File: src/rtl/odrd_pkg.sv
// Constants, field layout and helpers for the output-disable request detector
package odrd_pkg;

  ////////////////////////////////////////////////////////////////////////////////
  // Register map (byte addresses)
  localparam int ADDR_W = 5;
  localparam logic [4:0] ADDR_CTRL = 5'h00;
  localparam logic [4:0] ADDR_STATUS = 5'h04;
  localparam logic [4:0] ADDR_INT_STATUS = 5'h08;
  localparam logic [4:0] ADDR_INT_MASK = 5'h0C;

  ////////////////////////////////////////////////////////////////////////////////
  // Control register field positions and reset values
  localparam int CTRL_W = 16;
  localparam int FLD_W = 4;
  localparam int CTRL_MODE8_LSB = 0;
  localparam int CTRL_COUNT8_LSB = 4;
  localparam int CTRL_MODE10_LSB = 8;
  localparam int CTRL_COUNT10_LSB = 12;
  localparam logic [15:0] CTRL_RST = 16'h0000;
  localparam int NCHAN = 2;
  localparam int CH8 = 0;
  localparam int CH10 = 1;

  ////////////////////////////////////////////////////////////////////////////////
  // Detection mode encodings
  localparam logic [3:0] MODE_EDGE = 4'h0;
  localparam logic [3:0] MODE_DIV8 = 4'h1;
  localparam logic [3:0] MODE_DIV16 = 4'h2;
  localparam logic [3:0] MODE_DIV128 = 4'h3;
  localparam logic [3:0] MODE_PCLK = 4'h4;
  localparam logic [3:0] MODE_DIV2 = 4'h5;
  localparam logic [3:0] MODE_DIV4 = 4'h6;

  ////////////////////////////////////////////////////////////////////////////////
  // Prescaler masks: a sample is taken when the masked prescaler is zero
  localparam int PRE_W = 7;
  localparam logic [6:0] MASK_PCLK = 7'h00;
  localparam logic [6:0] MASK_DIV2 = 7'h01;
  localparam logic [6:0] MASK_DIV4 = 7'h03;
  localparam logic [6:0] MASK_DIV8 = 7'h07;
  localparam logic [6:0] MASK_DIV16 = 7'h0F;
  localparam logic [6:0] MASK_DIV128 = 7'h7F;

  // Sampled detection modes
  function automatic logic odrd_is_sampled(input logic [3:0] m);
    return (m >= MODE_DIV8) && (m <= MODE_DIV4);
  endfunction : odrd_is_sampled

  // Prescaler mask for a mode
  function automatic logic [6:0] odrd_div_mask(input logic [3:0] m);
    logic [6:0] r;
    r = MASK_PCLK;
    case (m)
      MODE_DIV8: r = MASK_DIV8;
      MODE_DIV16: r = MASK_DIV16;
      MODE_DIV128: r = MASK_DIV128;
      MODE_DIV2: r = MASK_DIV2;
      MODE_DIV4: r = MASK_DIV4;
      default: r = MASK_PCLK;
    endcase
    return r;
  endfunction : odrd_div_mask

endpackage : odrd_pkg

File: src/rtl/odrd_chan_if.sv
// Carrier between the register block and one request detector channel
`timescale 1ns/1ns
interface odrd_chan_if;
  logic [3:0] mode;
  logic [3:0] count;
  logic pin_n;
  logic det;
  logic pin_high;
  modport ctl (output mode, output count, output pin_n, input det, input pin_high);
  modport det_side (input mode, input count, input pin_n, output det, output pin_high);
endinterface : odrd_chan_if

File: src/rtl/odrd_chan.sv
// One request input detector: synchroniser, prescaler, edge and low-run detection
`timescale 1ns/1ns
module odrd_chan (
  input wire logic mclk_i,
  input wire logic rst_i,
  odrd_chan_if.det_side ch
);

  typedef struct packed {
    logic sync1;
    logic sync2;
    logic prev;
    logic [6:0] pre;
    logic [4:0] run;
    logic det;
    logic high;
  } odrd_chan_type;

  localparam odrd_chan_type CHAN_RST = '{sync1: 1'b1, sync2: 1'b1, prev: 1'b1,
    pre: 7'h00, run: 5'h00, det: 1'b0, high: 1'b1};

  odrd_chan_type s_r;
  odrd_chan_type s_nxt;
  logic tick;
  logic [4:0] thr;
  logic [4:0] run_inc;

  ////////////////////////////////////////////////////////////////////////////////
  // Next state
  always_comb begin
    s_nxt = s_r;
    s_nxt.sync1 = ch.pin_n;
    s_nxt.sync2 = s_r.sync1;
    s_nxt.prev = s_r.sync2;
    s_nxt.pre = s_r.pre + 7'h01;
    s_nxt.high = s_r.sync2;
    s_nxt.det = 1'b0;
    tick = (s_r.pre & odrd_pkg::odrd_div_mask(ch.mode)) == odrd_pkg::MASK_PCLK;
    thr = {1'b0, ch.count} + 5'h01;
    run_inc = s_r.run + 5'h01;
    if (ch.mode == odrd_pkg::MODE_EDGE) begin
      s_nxt.run = 5'h00;
      s_nxt.det = s_r.prev & ~s_r.sync2;
    end else if (odrd_pkg::odrd_is_sampled(ch.mode)) begin
      if (tick) begin
        if (s_r.sync2) begin
          s_nxt.run = 5'h00;
        end else if (run_inc >= thr) begin
          s_nxt.run = thr;
          s_nxt.det = 1'b1;
        end else begin
          s_nxt.run = run_inc;
        end
      end
    end else begin
      s_nxt.run = 5'h00;
    end
  end

  always_ff @(posedge mclk_i) begin
    if (rst_i) begin
      s_r <= CHAN_RST;
    end else begin
      s_r <= s_nxt;
    end
  end

  assign ch.det = s_r.det;
  assign ch.pin_high = s_r.high;
endmodule : odrd_chan

File: src/rtl/odrd_top.sv
// Output-disable request detector: Avalon-MM registers, request flags, interrupt
`timescale 1ns/1ns
module odrd_top (
  input wire logic mclk_i,
  input wire logic rst_i,
  input wire logic [4:0] avs_address_i,
  input wire logic avs_read_i,
  input wire logic avs_write_i,
  input wire logic [31:0] avs_writedata_i,
  input wire logic [3:0] avs_byteenable_i,
  output logic [31:0] avs_readdata_o,
  output logic avs_waitrequest_o,
  input wire logic request8_in_n_i,
  input wire logic request10_in_n_i,
  output logic request8_flag_o,
  output logic request10_flag_o,
  output logic irq_o
);

  typedef struct packed {
    logic [15:0] ctrl;
    logic [1:0] flag;
    logic [1:0] seen;
    logic [1:0] ist;
    logic [1:0] imask;
    logic stall;
    logic [31:0] rdata;
    logic irq;
  } odrd_top_type;

  localparam odrd_top_type TOP_RST = '{ctrl: odrd_pkg::CTRL_RST, flag: 2'h0, seen: 2'h0,
    ist: 2'h0, imask: 2'h0, stall: 1'b1, rdata: 32'h0000_0000, irq: 1'b0};

  odrd_top_type s_r;
  odrd_top_type s_nxt;
  logic req;
  logic start;
  logic acc;
  logic wr_status;
  logic [1:0] det;
  logic [1:0] high;
  logic [1:0] clr;
  logic [1:0] w1c;
  logic [3:0] mode8;
  logic [3:0] mode10;

  odrd_chan_if ch8 ();
  odrd_chan_if ch10 ();

  ////////////////////////////////////////////////////////////////////////////////
  // Detector channels
  assign mode8 = s_r.ctrl[odrd_pkg::CTRL_MODE8_LSB +: odrd_pkg::FLD_W];
  assign mode10 = s_r.ctrl[odrd_pkg::CTRL_MODE10_LSB +: odrd_pkg::FLD_W];
  assign ch8.mode = mode8;
  assign ch8.count = s_r.ctrl[odrd_pkg::CTRL_COUNT8_LSB +: odrd_pkg::FLD_W];
  assign ch8.pin_n = request8_in_n_i;
  assign ch10.mode = mode10;
  assign ch10.count = s_r.ctrl[odrd_pkg::CTRL_COUNT10_LSB +: odrd_pkg::FLD_W];
  assign ch10.pin_n = request10_in_n_i;

  odrd_chan u_ch8 (
    .mclk_i(mclk_i),
    .rst_i(rst_i),
    .ch(ch8)
  );

  odrd_chan u_ch10 (
    .mclk_i(mclk_i),
    .rst_i(rst_i),
    .ch(ch10)
  );

  assign det = {ch10.det, ch8.det};
  assign high = {ch10.pin_high, ch8.pin_high};

  ////////////////////////////////////////////////////////////////////////////////
  // Bus handshake: one wait cycle, then the access completes
  assign req = avs_read_i | avs_write_i;
  assign start = req & s_r.stall;
  assign acc = req & ~s_r.stall;
  assign wr_status = acc & avs_write_i & (avs_address_i == odrd_pkg::ADDR_STATUS)
    & avs_byteenable_i[0];

  always_comb begin
    s_nxt = s_r;
    s_nxt.stall = ~start;
    // Read data is captured while the slave stalls
    if (start) begin
      if (avs_address_i == odrd_pkg::ADDR_CTRL) begin
        s_nxt.rdata = {16'h0000, s_r.ctrl};
      end else if (avs_address_i == odrd_pkg::ADDR_STATUS) begin
        s_nxt.rdata = {30'h0000_0000, s_r.flag};
      end else if (avs_address_i == odrd_pkg::ADDR_INT_STATUS) begin
        s_nxt.rdata = {30'h0000_0000, s_r.ist};
      end else if (avs_address_i == odrd_pkg::ADDR_INT_MASK) begin
        s_nxt.rdata = {30'h0000_0000, s_r.imask};
      end else begin
        s_nxt.rdata = 32'h0000_0000;
      end
    end
    // Control register write, per byte lane
    if (acc && avs_write_i && avs_address_i == odrd_pkg::ADDR_CTRL) begin
      if (avs_byteenable_i[0]) begin
        s_nxt.ctrl[7:0] = avs_writedata_i[7:0];
      end
      if (avs_byteenable_i[1]) begin
        s_nxt.ctrl[15:8] = avs_writedata_i[15:8];
      end
    end
    if (acc && avs_write_i && avs_address_i == odrd_pkg::ADDR_INT_MASK
        && avs_byteenable_i[0]) begin
      s_nxt.imask = avs_writedata_i[1:0];
    end
    // Read-as-one tracking for the flag clear
    if (acc && avs_read_i && avs_address_i == odrd_pkg::ADDR_STATUS) begin
      s_nxt.seen = s_r.rdata[1:0] & s_r.flag;
    end else if (wr_status) begin
      s_nxt.seen = 2'h0;
    end
    // Flags: a new detection wins over a clear in the same cycle
    clr[0] = wr_status & ~avs_writedata_i[0] & s_r.seen[0]
      & (~odrd_pkg::odrd_is_sampled(mode8) | high[0]);
    clr[1] = wr_status & ~avs_writedata_i[1] & s_r.seen[1]
      & (~odrd_pkg::odrd_is_sampled(mode10) | high[1]);
    s_nxt.flag = det | (s_r.flag & ~clr);
    // Interrupt status, write one to clear
    w1c = 2'h0;
    if (acc && avs_write_i && avs_address_i == odrd_pkg::ADDR_INT_STATUS
        && avs_byteenable_i[0]) begin
      w1c = avs_writedata_i[1:0];
    end
    s_nxt.ist = det | (s_r.ist & ~w1c);
    s_nxt.irq = |(s_nxt.ist & s_nxt.imask);
  end

  always_ff @(posedge mclk_i) begin
    if (rst_i) begin
      s_r <= TOP_RST;
    end else begin
      s_r <= s_nxt;
    end
  end

  assign avs_readdata_o = s_r.rdata;
  assign avs_waitrequest_o = s_r.stall;
  assign request8_flag_o = s_r.flag[odrd_pkg::CH8];
  assign request10_flag_o = s_r.flag[odrd_pkg::CH10];
  assign irq_o = s_r.irq;
endmodule : odrd_top

File: config.mk
export PLATFORM = sky130hd
export DESIGN_NAME = odrd_top
export DESIGN_NICKNAME = d
export VERILOG_FILES = /design/src/rtl/odrd_pkg.sv /design/src/rtl/odrd_chan_if.sv /design/src/rtl/odrd_chan.sv /design/src/rtl/odrd_top.sv
export SDC_FILE = /design/constraint.sdc
export NUM_CORES = 1
export LEC_CHECK = 0
export ABC_AREA = 1
export BUFFER_PORTS_ARGS = -buffer_cell sky130_fd_sc_hd__buf_4
export CORE_ASPECT_RATIO = 1.25
export CORE_MARGIN = 4
export CORE_UTILIZATION = 27
export CTS_BUF_LIST = sky130_fd_sc_hd__clkbuf_4
export DETAILED_ROUTE_END_ITERATION = 6
export GPL_ROUTABILITY_DRIVEN = 0
export HOLD_SLACK_MARGIN = 0.05
export RECOVER_POWER = 100
export SETUP_SLACK_MARGIN = 0.05
export SYNTH_ARGS = -nofsm -noshare
export SYNTH_HDL_FRONTEND = slang
export SYNTH_SLANG_ARGS = --single-unit
File: constraint.sdc
create_clock -name mclk_i -period 1.9 [get_ports mclk_i]
set_clock_uncertainty 0.05 [all_clocks]
set_input_delay 0.19 -clock mclk_i [delete_from_list [all_inputs] [get_ports mclk_i]]
set_output_delay 0.19 -clock mclk_i [all_outputs]
set_load 0.01 [all_outputs]
# Yosys cells after proc, flatten, opt, wreduce, memory -nomap -nowiden
# Cells that the tools add are included.
# word_totals
reg_bits,90
rom_bits,0
in_bits,47
mem_bits_rw,0
n_memories,0
wordCells,125
latch_bits,0
output_inout_bits,36
# classes
shifts,0
bitwise,34
div_mod_pow,0
n_eq_ne,13
n_addsub,6
magnitude_cmp,6
mul,0
reduce_logical,21
n_mux,24
# ops
cell,n
$pmux W7 S5,2
$mux W5,4
$eq A4 B2 Y1 const B,4
$eq A4 B3 Y1 const B,4
$mux W16,1
$add A7 B1 Y7 const B,2
$and A7 B7 Y7,2
$logic_not A7 Y1,2
$mux W2,7
$and A1 B1 Y1,13
$mux W6,2
$add A4 B1 Y5 const B,2
$add A5 B1 Y5 const B,2
$eq A5 B4 Y1 const B,2
$ge A5 B5 Y1,2
$logic_and A1 B1 Y1,10
$and A2 B2 Y2,4
$eq A4 B1 Y1 const B,2
$ge A4 B1 Y1 const B,2
$le A4 B3 Y1 const B,2
$logic_not A4 Y1,2
$mux W1,8
$not A1 Y1,8
$reduce_or A3 Y1,2
other kinds (8),13

# Longest topological paths before layout
# Gate-level depths: netlist of the first run.
# depth
word_depth,11
ltp_mapped,16
mapped_depth_nobuf,16

# By module
# A second synthesis of the first run with hierarchy kept.
# unflattened
cells_unflattened,618
hier_area_um2,4279.1
# modules_own_cells
module,cells_per_inst,seq_area_each_um2,instances,area_per_inst_um2
odrd_chan,176,320.3,2,1116.1
odrd_top,266,840.8,1,2047.0

# Least setup slack after synthesis of the first run
# No wires, ideal clock.
# synth_path
kind,reg-to-reg
startpoint,register u_ch8.s_r[2] (netlist bit)
endpoint,register u_ch8.s_r[2] (netlist bit)
setup_ps,112
setup_slack_ps,-52
required_ps,1738
stages_incl_launch_ff,16
path_buffers,0
synth_period_minus_slack_ps,1952
arrival_ps,1790
path_cell_list,dfxtp_1 > ha_1 > nand4_1 > nand2_1 > inv_1 > ha_1 > nand2_1 > inv_2 > nand2_1 > nor2_1 > nor2_2 > nand2_1 > nand2_1 > nor2_1 > nor2_1 > nor2_1
# synth_via
elab_chain_cells,4
# synth_rtl
item,line,source
from (decl),odrd_chan.sv:22,odrd_chan_type s_r;
from (signal assigned),odrd_chan.sv:64,s_r <= s_nxt;
$add A5 B1 Y5 *,odrd_chan.sv:40,run_inc = s_r.run + 5'h01;
$ge A5 B5 Y1,odrd_chan.sv:48,end else if (run_inc >= thr) begin
$mux W5 *,odrd_chan.sv:48,
$mux W5 *,odrd_chan.sv:46,if (s_r.sync2) begin
# Every way passes the cells marked *; elsewhere a longest branch is shown, timed or not.
# A chain may end at the register's enable or synchronous reset.

# Worst setup path after layout of the first run
# layout_path
startpoint,register u_ch8.s_r[3] (netlist bit)
endpoint,register u_ch8.s_r[2] (netlist bit)
# layout_via
elab_chain_cells,4
# layout_rtl
item,line
$add A5 B1 Y5,odrd_chan.sv:40
$ge A5 B5 Y1,odrd_chan.sv:48
$mux W5,odrd_chan.sv:48
$mux W5,odrd_chan.sv:46
# Every way passes these cells.

==> results of run 1 <==
-- final timing paths --
path,slack [ps],to
max reg2reg,-80,u_ch8.s_r[2]$_SDFFE_PP0N_
min,120,s_r[38]$_SDFFE_PP0P_
max,-80,u_ch8.s_r[2]$_SDFFE_PP0N_
min reg2reg,380,u_ch8.s_nxt[0]$_SDFF_PP1_
-- registers in the layout (all words and copies together) (netlist names), 2 cells and up --
| signal | count |
|---|---|
| ch10.count | 4 |
| avs_readdata_o | 16 |
| ch10.mode | 4 |
| ch8.count | 4 |
| u_ch8.s_nxt | 2 |
| u_ch10.s_r | 13 |
| u_ch8.s_r | 13 |
| u_ch10.s_nxt | 2 |
| s_r | 6 |
| ch8.mode | 4 |
-- metal layers --
| metal | global-route usage, % | share of wire, % |
|---|---|---|
| met1 | 14.9 | 45 |
| met2 | 23.1 | 51 |
| met3 | 2.76 | 3.1 |
| met4 | 4.57 | 1.7 |
| met5 | 0 | 0 |
-- worst max-delay path, cell delays in order, from the launching register on --
cell and delay [ps]:
dfxtp_2 390, ha_4 160, nand3_1 70, nand2_1 80
nand2_2 60, inv_2 60, ha_4 190, nand2_2 80
inv_2 50, nand2_1 80, nand2_2 60, nor2_4 220
nand2_1 90, nand2_1 60, nor2_1 40, nor2_1 90
nor2_1 40
-- cell type report --
cell class	instances	area, µm²	share of cell area, %
clock buffer	11	82.6	1.53
timing repair buffer	117	897	16.7
clock inverter	5	55.1	1.02
inverter	71	267	4.95
antenna	1	2.50	0.0464
multi-input combinational	402	2360	43.7
sequential	74	1510	27.9
tap	178	223	4.13
-- logic make-up (layout without fill, tap and decap cells) --
group                      Yosys count  after routing  share of synthesized area, %
AOI/OAI and AO/OA                   89             89                          11.5
buffers and inverters              114            204                          13.9
DFF                                 74             74                          36.6
adders and majority gates           16             16                          4.95
xor gates and xnor gates             6              6                          1.30
other                                1             17                        0.0927
and+or+nand+nor                    275            275                          31.6
-- cells in the mapped netlist, drive strengths merged --
master,n
xnor2,4
a21oi,43
xor2,2
and3,2
nand4,8
clkbuf,5
or2,5
nand2,130
inv,71
o21a,3
nand3b,2
buf,38
nand3,47
a31oi,2
nor4,1
conb,1
dfxtp,74
a41oi,2
nor3,5
nor2,75
o21ai,39
ha,16
-- power by group --
group | switching [W] | total [W] | internal, W
logic | 0.000173 | 0.000306 | 0.000134
registers | 0.0000304 | 0.00162 | 0.00159
clock network | 0.000571 | 0.000998 | 0.000427
-- metrics by stage --
stage | hold WS, ps | power [W] | TNS, ps | util, % | std cells
final | 121 | 0.00293 | -284 | 37.1 | 859
after global routing | 118 | 0.00307 | -1300 | 37.1 | 859
after CTS | 76.8 | 0.00300 | -60.5 | 36.7 | 855
after detailed placement | 328 | 0.00195 | -459 | 31.8 | 797
after global placement | 329 | 0.00195 | -405 | 31.8 | 797
after floorplan | 244 | 0.00187 | 0 | - | 590
-- cells in the final DEF (no fill, tap or decap), types with 3 or more instances in the layout --
master / n
xnor2_2: 4
dfxtp_4: 4
nand3_2: 14
conb_1: 16
nor2_2: 9
inv_2: 14
a21oi_1: 38
o21a_1: 3
ha_1: 8
clkbuf_4: 13
dfxtp_1: 63
dlygate4sd3_1: 25
nand3_4: 4
nor3_1: 4
nand2_1: 108
dfxtp_2: 7
nand4_1: 8
or2_2: 4
ha_4: 8
inv_1: 57
a21oi_2: 4
nand2_2: 20
nor2_1: 61
o21ai_0: 38
buf_6: 7
nor2_4: 4
clkbuf_1: 22
buf_4: 60
nand3_1: 29
-- what timing repair did --
action                                  4_1_cts  5_1_grt
hold buffers                                 25        0
gates resized for setup                      39       35
pin swaps                                    26       24
endpoints found under the setup margin       12       12
hold endpoints to repair                     33        0
setup buffers                                17        4
==> metrics, run 1 <==
gr ovfl total=0; largest net degree at the start of global routing=36; FF+latch count, synth=74; CTS root buf=clkbuf_4; Total GRT Usage=12.7%; Final setup viols=6; max frequency=0.505 GHz; headroom to the max-slew limit=44.5%; Post-Place Cell Area=0.00462 mm²; WS Path Type=reg -> reg; violated checks=negative setup slack; Reg clk slew, reported paths=130 ps; static leakage=2.29 nW; final clock period utilization by the worst path=104%; Tmin final=1980 ps; hold_sp=avs_read_i; Die Y=145 µm; wire per inst=12.4 µm; Arr. time, crit path=2260 ps; unrepaired setup endpoints after global routing=yes; outcome=finished, violations left; die area=0.0170 mm²; Final Hold Viols=0; antenna violations before repair=1; 1st-pass router iterations=6; synthesized area=0.00404 mm²; routed vias/inst=4.44; Critical Path Start=u_ch8.s_r[3]$_SDFFE_PP0N_; Num CTS Buffers=9; fraction of layout cells with a size suffix above 1=27.8%; hpwl dp=7160 µm; vias in the first global route=3,741; Synth Warn #=0; WHS Path Cells=5; mean post-synth cell area=7.03 µm²; r2r worst-path depth=16; cell count after synthesis=575; global-route wire length before repair=17,500 µm; number of fillers in the final layout=1,524; layout overhead on the synthesized area=33.2%; Yosys top cell area share=36.6%; max-cap check violation count=0; Critical R2R Launch=u_ch8.s_r[3]$_SDFFE_PP0N_; largest area contributor in the netlist=dfxtp_1; Site Rows=49; CTS sink count=74; Die W=117 µm; Post-Place Setup Slack=-108 ps; CTS tree=built; Starting Density=27.8%; Worst IR Drop VDD=0.256 mV; post-route ant nets=0; worst endpoint required time=2180 ps; power per cell area=543 mW/mm²; Slew @ Worst Pin=833 ps; Post-Route WL=10,700 µm; Final #Nets=738; Worst setup SP type=flip-flop; setup ws final=-82.1 ps; fin area=0.00539 mm²; # port buffers=48; H-tree depth=3; drt drc=0; drt initial violations=129; worst skew pair latency=440 ps; HP Class=in -> reg; Crit Path Max Fanout=8; Max clock buf depth=2; core area=0.0145 mm²; number of distinct library cells after synthesis=36; Final Max Slew Viols=0; Worst setup EP type=flip-flop; sequential-to-total area share from yosys stat=36.6%; IO Pins=83; top cells by area, synth=dfxtp_1 (37%), nand2_1 (11%), buf_4 (6.1%), inv_1 (5.8%), nor2_1 (5.8%); vias=3,818
Power figures use the tool's default switching activity.
==> run 2: changes to the inputs <==
Settings changed: CELL_PAD_IN_SITES_DETAIL_PLACEMENT from default to 1, CELL_PAD_IN_SITES_GLOBAL_PLACEMENT from default to 2, PLACE_DENSITY_LB_ADDON from default to 0.1.
==> metrics, run 2 (same netlist as run 1, synthesis figures left out) <==
Reg clk slew, reported paths=130 ps (about the same); global-route wire length before repair=19,900 µm (+14%); routed vias/inst=4.57 (+2.8%); Worst setup EP type=flip-flop; core area=0.0145 mm² (unchanged); violated checks=negative setup slack; most frequent cells in the layout=nand2_1 (101), dfxtp_1 (64), nor2_1 (59); CTS sink count=74 (unchanged); fraction of layout cells with a size suffix above 1=28.7% (+0.86 points); Crit Path Max Fanout=8 (unchanged); vias in the first global route=4,140 (+11%); Worst setup SP type=flip-flop; CTS root buf=clkbuf_4; commonest non-fill, non-tap cell in the layout=nand2_1; final clock period utilization by the worst path=102% (-2.3 points); Worst IR Drop VDD=0.238 mV (-7.0%); Final setup viols=5 (-1); # port buffers=48 (unchanged); Die Y=145 µm (unchanged); H-tree depth=3 (unchanged); drt drc=0 (unchanged); CTS tree=built; Arr. time, crit path=2250 ps (about the same); vias=3,879 (+1.6%); drt initial violations=126 (-2.3%); setup tns final=-105 ps (+179 ps); WS Path Type=reg -> reg; Die W=117 µm (unchanged); 1st-pass router iterations=4 (-2); Total GRT Usage=14.8% (+2.1 points); Starting Density=27.8% (unchanged); Post-Route WL=12,200 µm (+14%); storage element area=0.00150 mm² (-0.58%); Slew @ Worst Pin=633 ps (-200 ps); Final Hold Viols=0 (unchanged); antenna violations before repair=1 (unchanged); IO Pins=83 (unchanged); Final #Nets=728 (-1.4%); HP Class=in -> reg; unrepaired setup endpoints after global routing=yes; max-cap check violation count=0 (unchanged); Tmin final=1940 ps (-44.4 ps); max reg flops=16 (unchanged); Final Max Slew Viols=0 (unchanged); worst skew pair latency=460 ps (+20 ps); number of fillers in the final layout=1,803 (+18%); Multi-input gate area=0.00242 mm² (+2.6%); max frequency=0.516 GHz (+2.3%); largest net degree at the start of global routing=26 (-28%); static leakage=2.24 nW (-2.0%); headroom to the max-slew limit=57.8% (+13 points); Site Rows=49 (unchanged); final hold slack=120 ps (-0.712 ps); gr ovfl total=0 (unchanged); post-route ant nets=0 (unchanged); Num CTS Buffers=9 (unchanged); setup ws final=-37.7 ps (+44.4 ps); layout overhead on the synthesized area=32.1%; worst endpoint required time=2210 ps (+30 ps); Final Util=36.8% (-0.31 points); die area=0.0170 mm² (unchanged); wire per inst=14.4 µm (+16%); hpwl dp=9060 µm (+27%); outcome=finished, violations left; Max clock buf depth=2 (unchanged); power per cell area=548 mW/mm² (+0.84%)
-- run 2: changes by cell type in the layout (fill, tap and decap cells not counted), moves of 3 or more --
cell and change:
nand2_2 +5, buf_4 -7, clkbuf_4 -4, nand2_1 -7
nor2_4 +3, clkbuf_2 +3, dfxtp_4 -3
-- run 2: routing by layer --
metal / GRT usage [%] / share of wire, % / vias up / wire, µm
met3: 2.22 / 1.8 / 17 / 218
met2: 28.4 / 54 / 40 / 6540
met1: 16.2 / 43 / 1838 / 5180
met5: 0 / 0 / - / 0
li1: - / - / 1984 / -
met4: 6.54 / 2.0 / 0 / 244
-- run 2: repair_timing --
action | in CTS | in global routing
endpoints found under the setup margin | 12 | 12
resized for setup | 51 | 40
hold buffers | 24 | 0
buffers inserted | 4 | 5
hold endpoints to repair | 30 | 0
pin swaps | 25 | 23
-- run 2: worst max-delay path, cell delays in order, from the launching register on --
cell     delay (ps)
dfxtp_2         360
ha_4            170
xnor2_2         160
inv_2            70
ha_4            240
nand2_1          80
nand2_2          70
nand2_2          70
nand2_2          60
nor2_4          190
buf_4           150
nor2_4           30
nand3_1          80
a21oi_1          60
-- run 2: report_power, final --
group | switching (W) | internal, W
clock network | 0.000598 | 0.000385
registers | 0.0000326 | 0.00160
logic | 0.000178 | 0.000136
total | 0.000809 | 0.00212
-- run 2: through the flow --
| step | power (W) | cell area [µm²] | std cells | setup WS (ps) |
|---|---|---|---|---|
| final | 0.00293 | 5340 | 849 | -37.7 |
| after global routing | 0.00308 | 5340 | 849 | -218 |
| after detailed placement | 0.00197 | 4610 | 799 | -215 |
| after global placement | 0.00196 | 4610 | 799 | -155 |
| after CTS | 0.00302 | 5220 | 843 | -17.1 |
| after floorplan | 0.00187 | 4130 | 590 | 53.9 |
-- run 2: cell type report --
type	count	area share, %
inverter	71	5.04
clock buffer	9	1.26
tap	178	4.17
timing repair buffer	107	15.1
multi-input combinational	402	45.2
sequential	74	28.0
clock inverter	7	1.12
antenna	1	0.0468
-- run 2: path summary, 6_finish.rpt --
| kind | depth (start not counted) | slack, ps | startpoint | endpoint |
|---|---|---|---|---|
| setup / recovery | 13 | -40 | u_ch8.s_r[2]$_SDFFE_PP0N_ | u_ch8.ch.det$_SDFF_PP0_ |
| hold / removal | 5 | 120 | avs_read_i | s_r[39]$_SDFFE_PP0P_ |
| setup reg to reg | 13 | -40 | u_ch8.s_r[2]$_SDFFE_PP0N_ | u_ch8.ch.det$_SDFF_PP0_ |
| hold reg to reg | 1 | 380 | u_ch10.s_nxt[15]$_SDFF_PP1_ | u_ch10.s_nxt[0]$_SDFF_PP1_ |
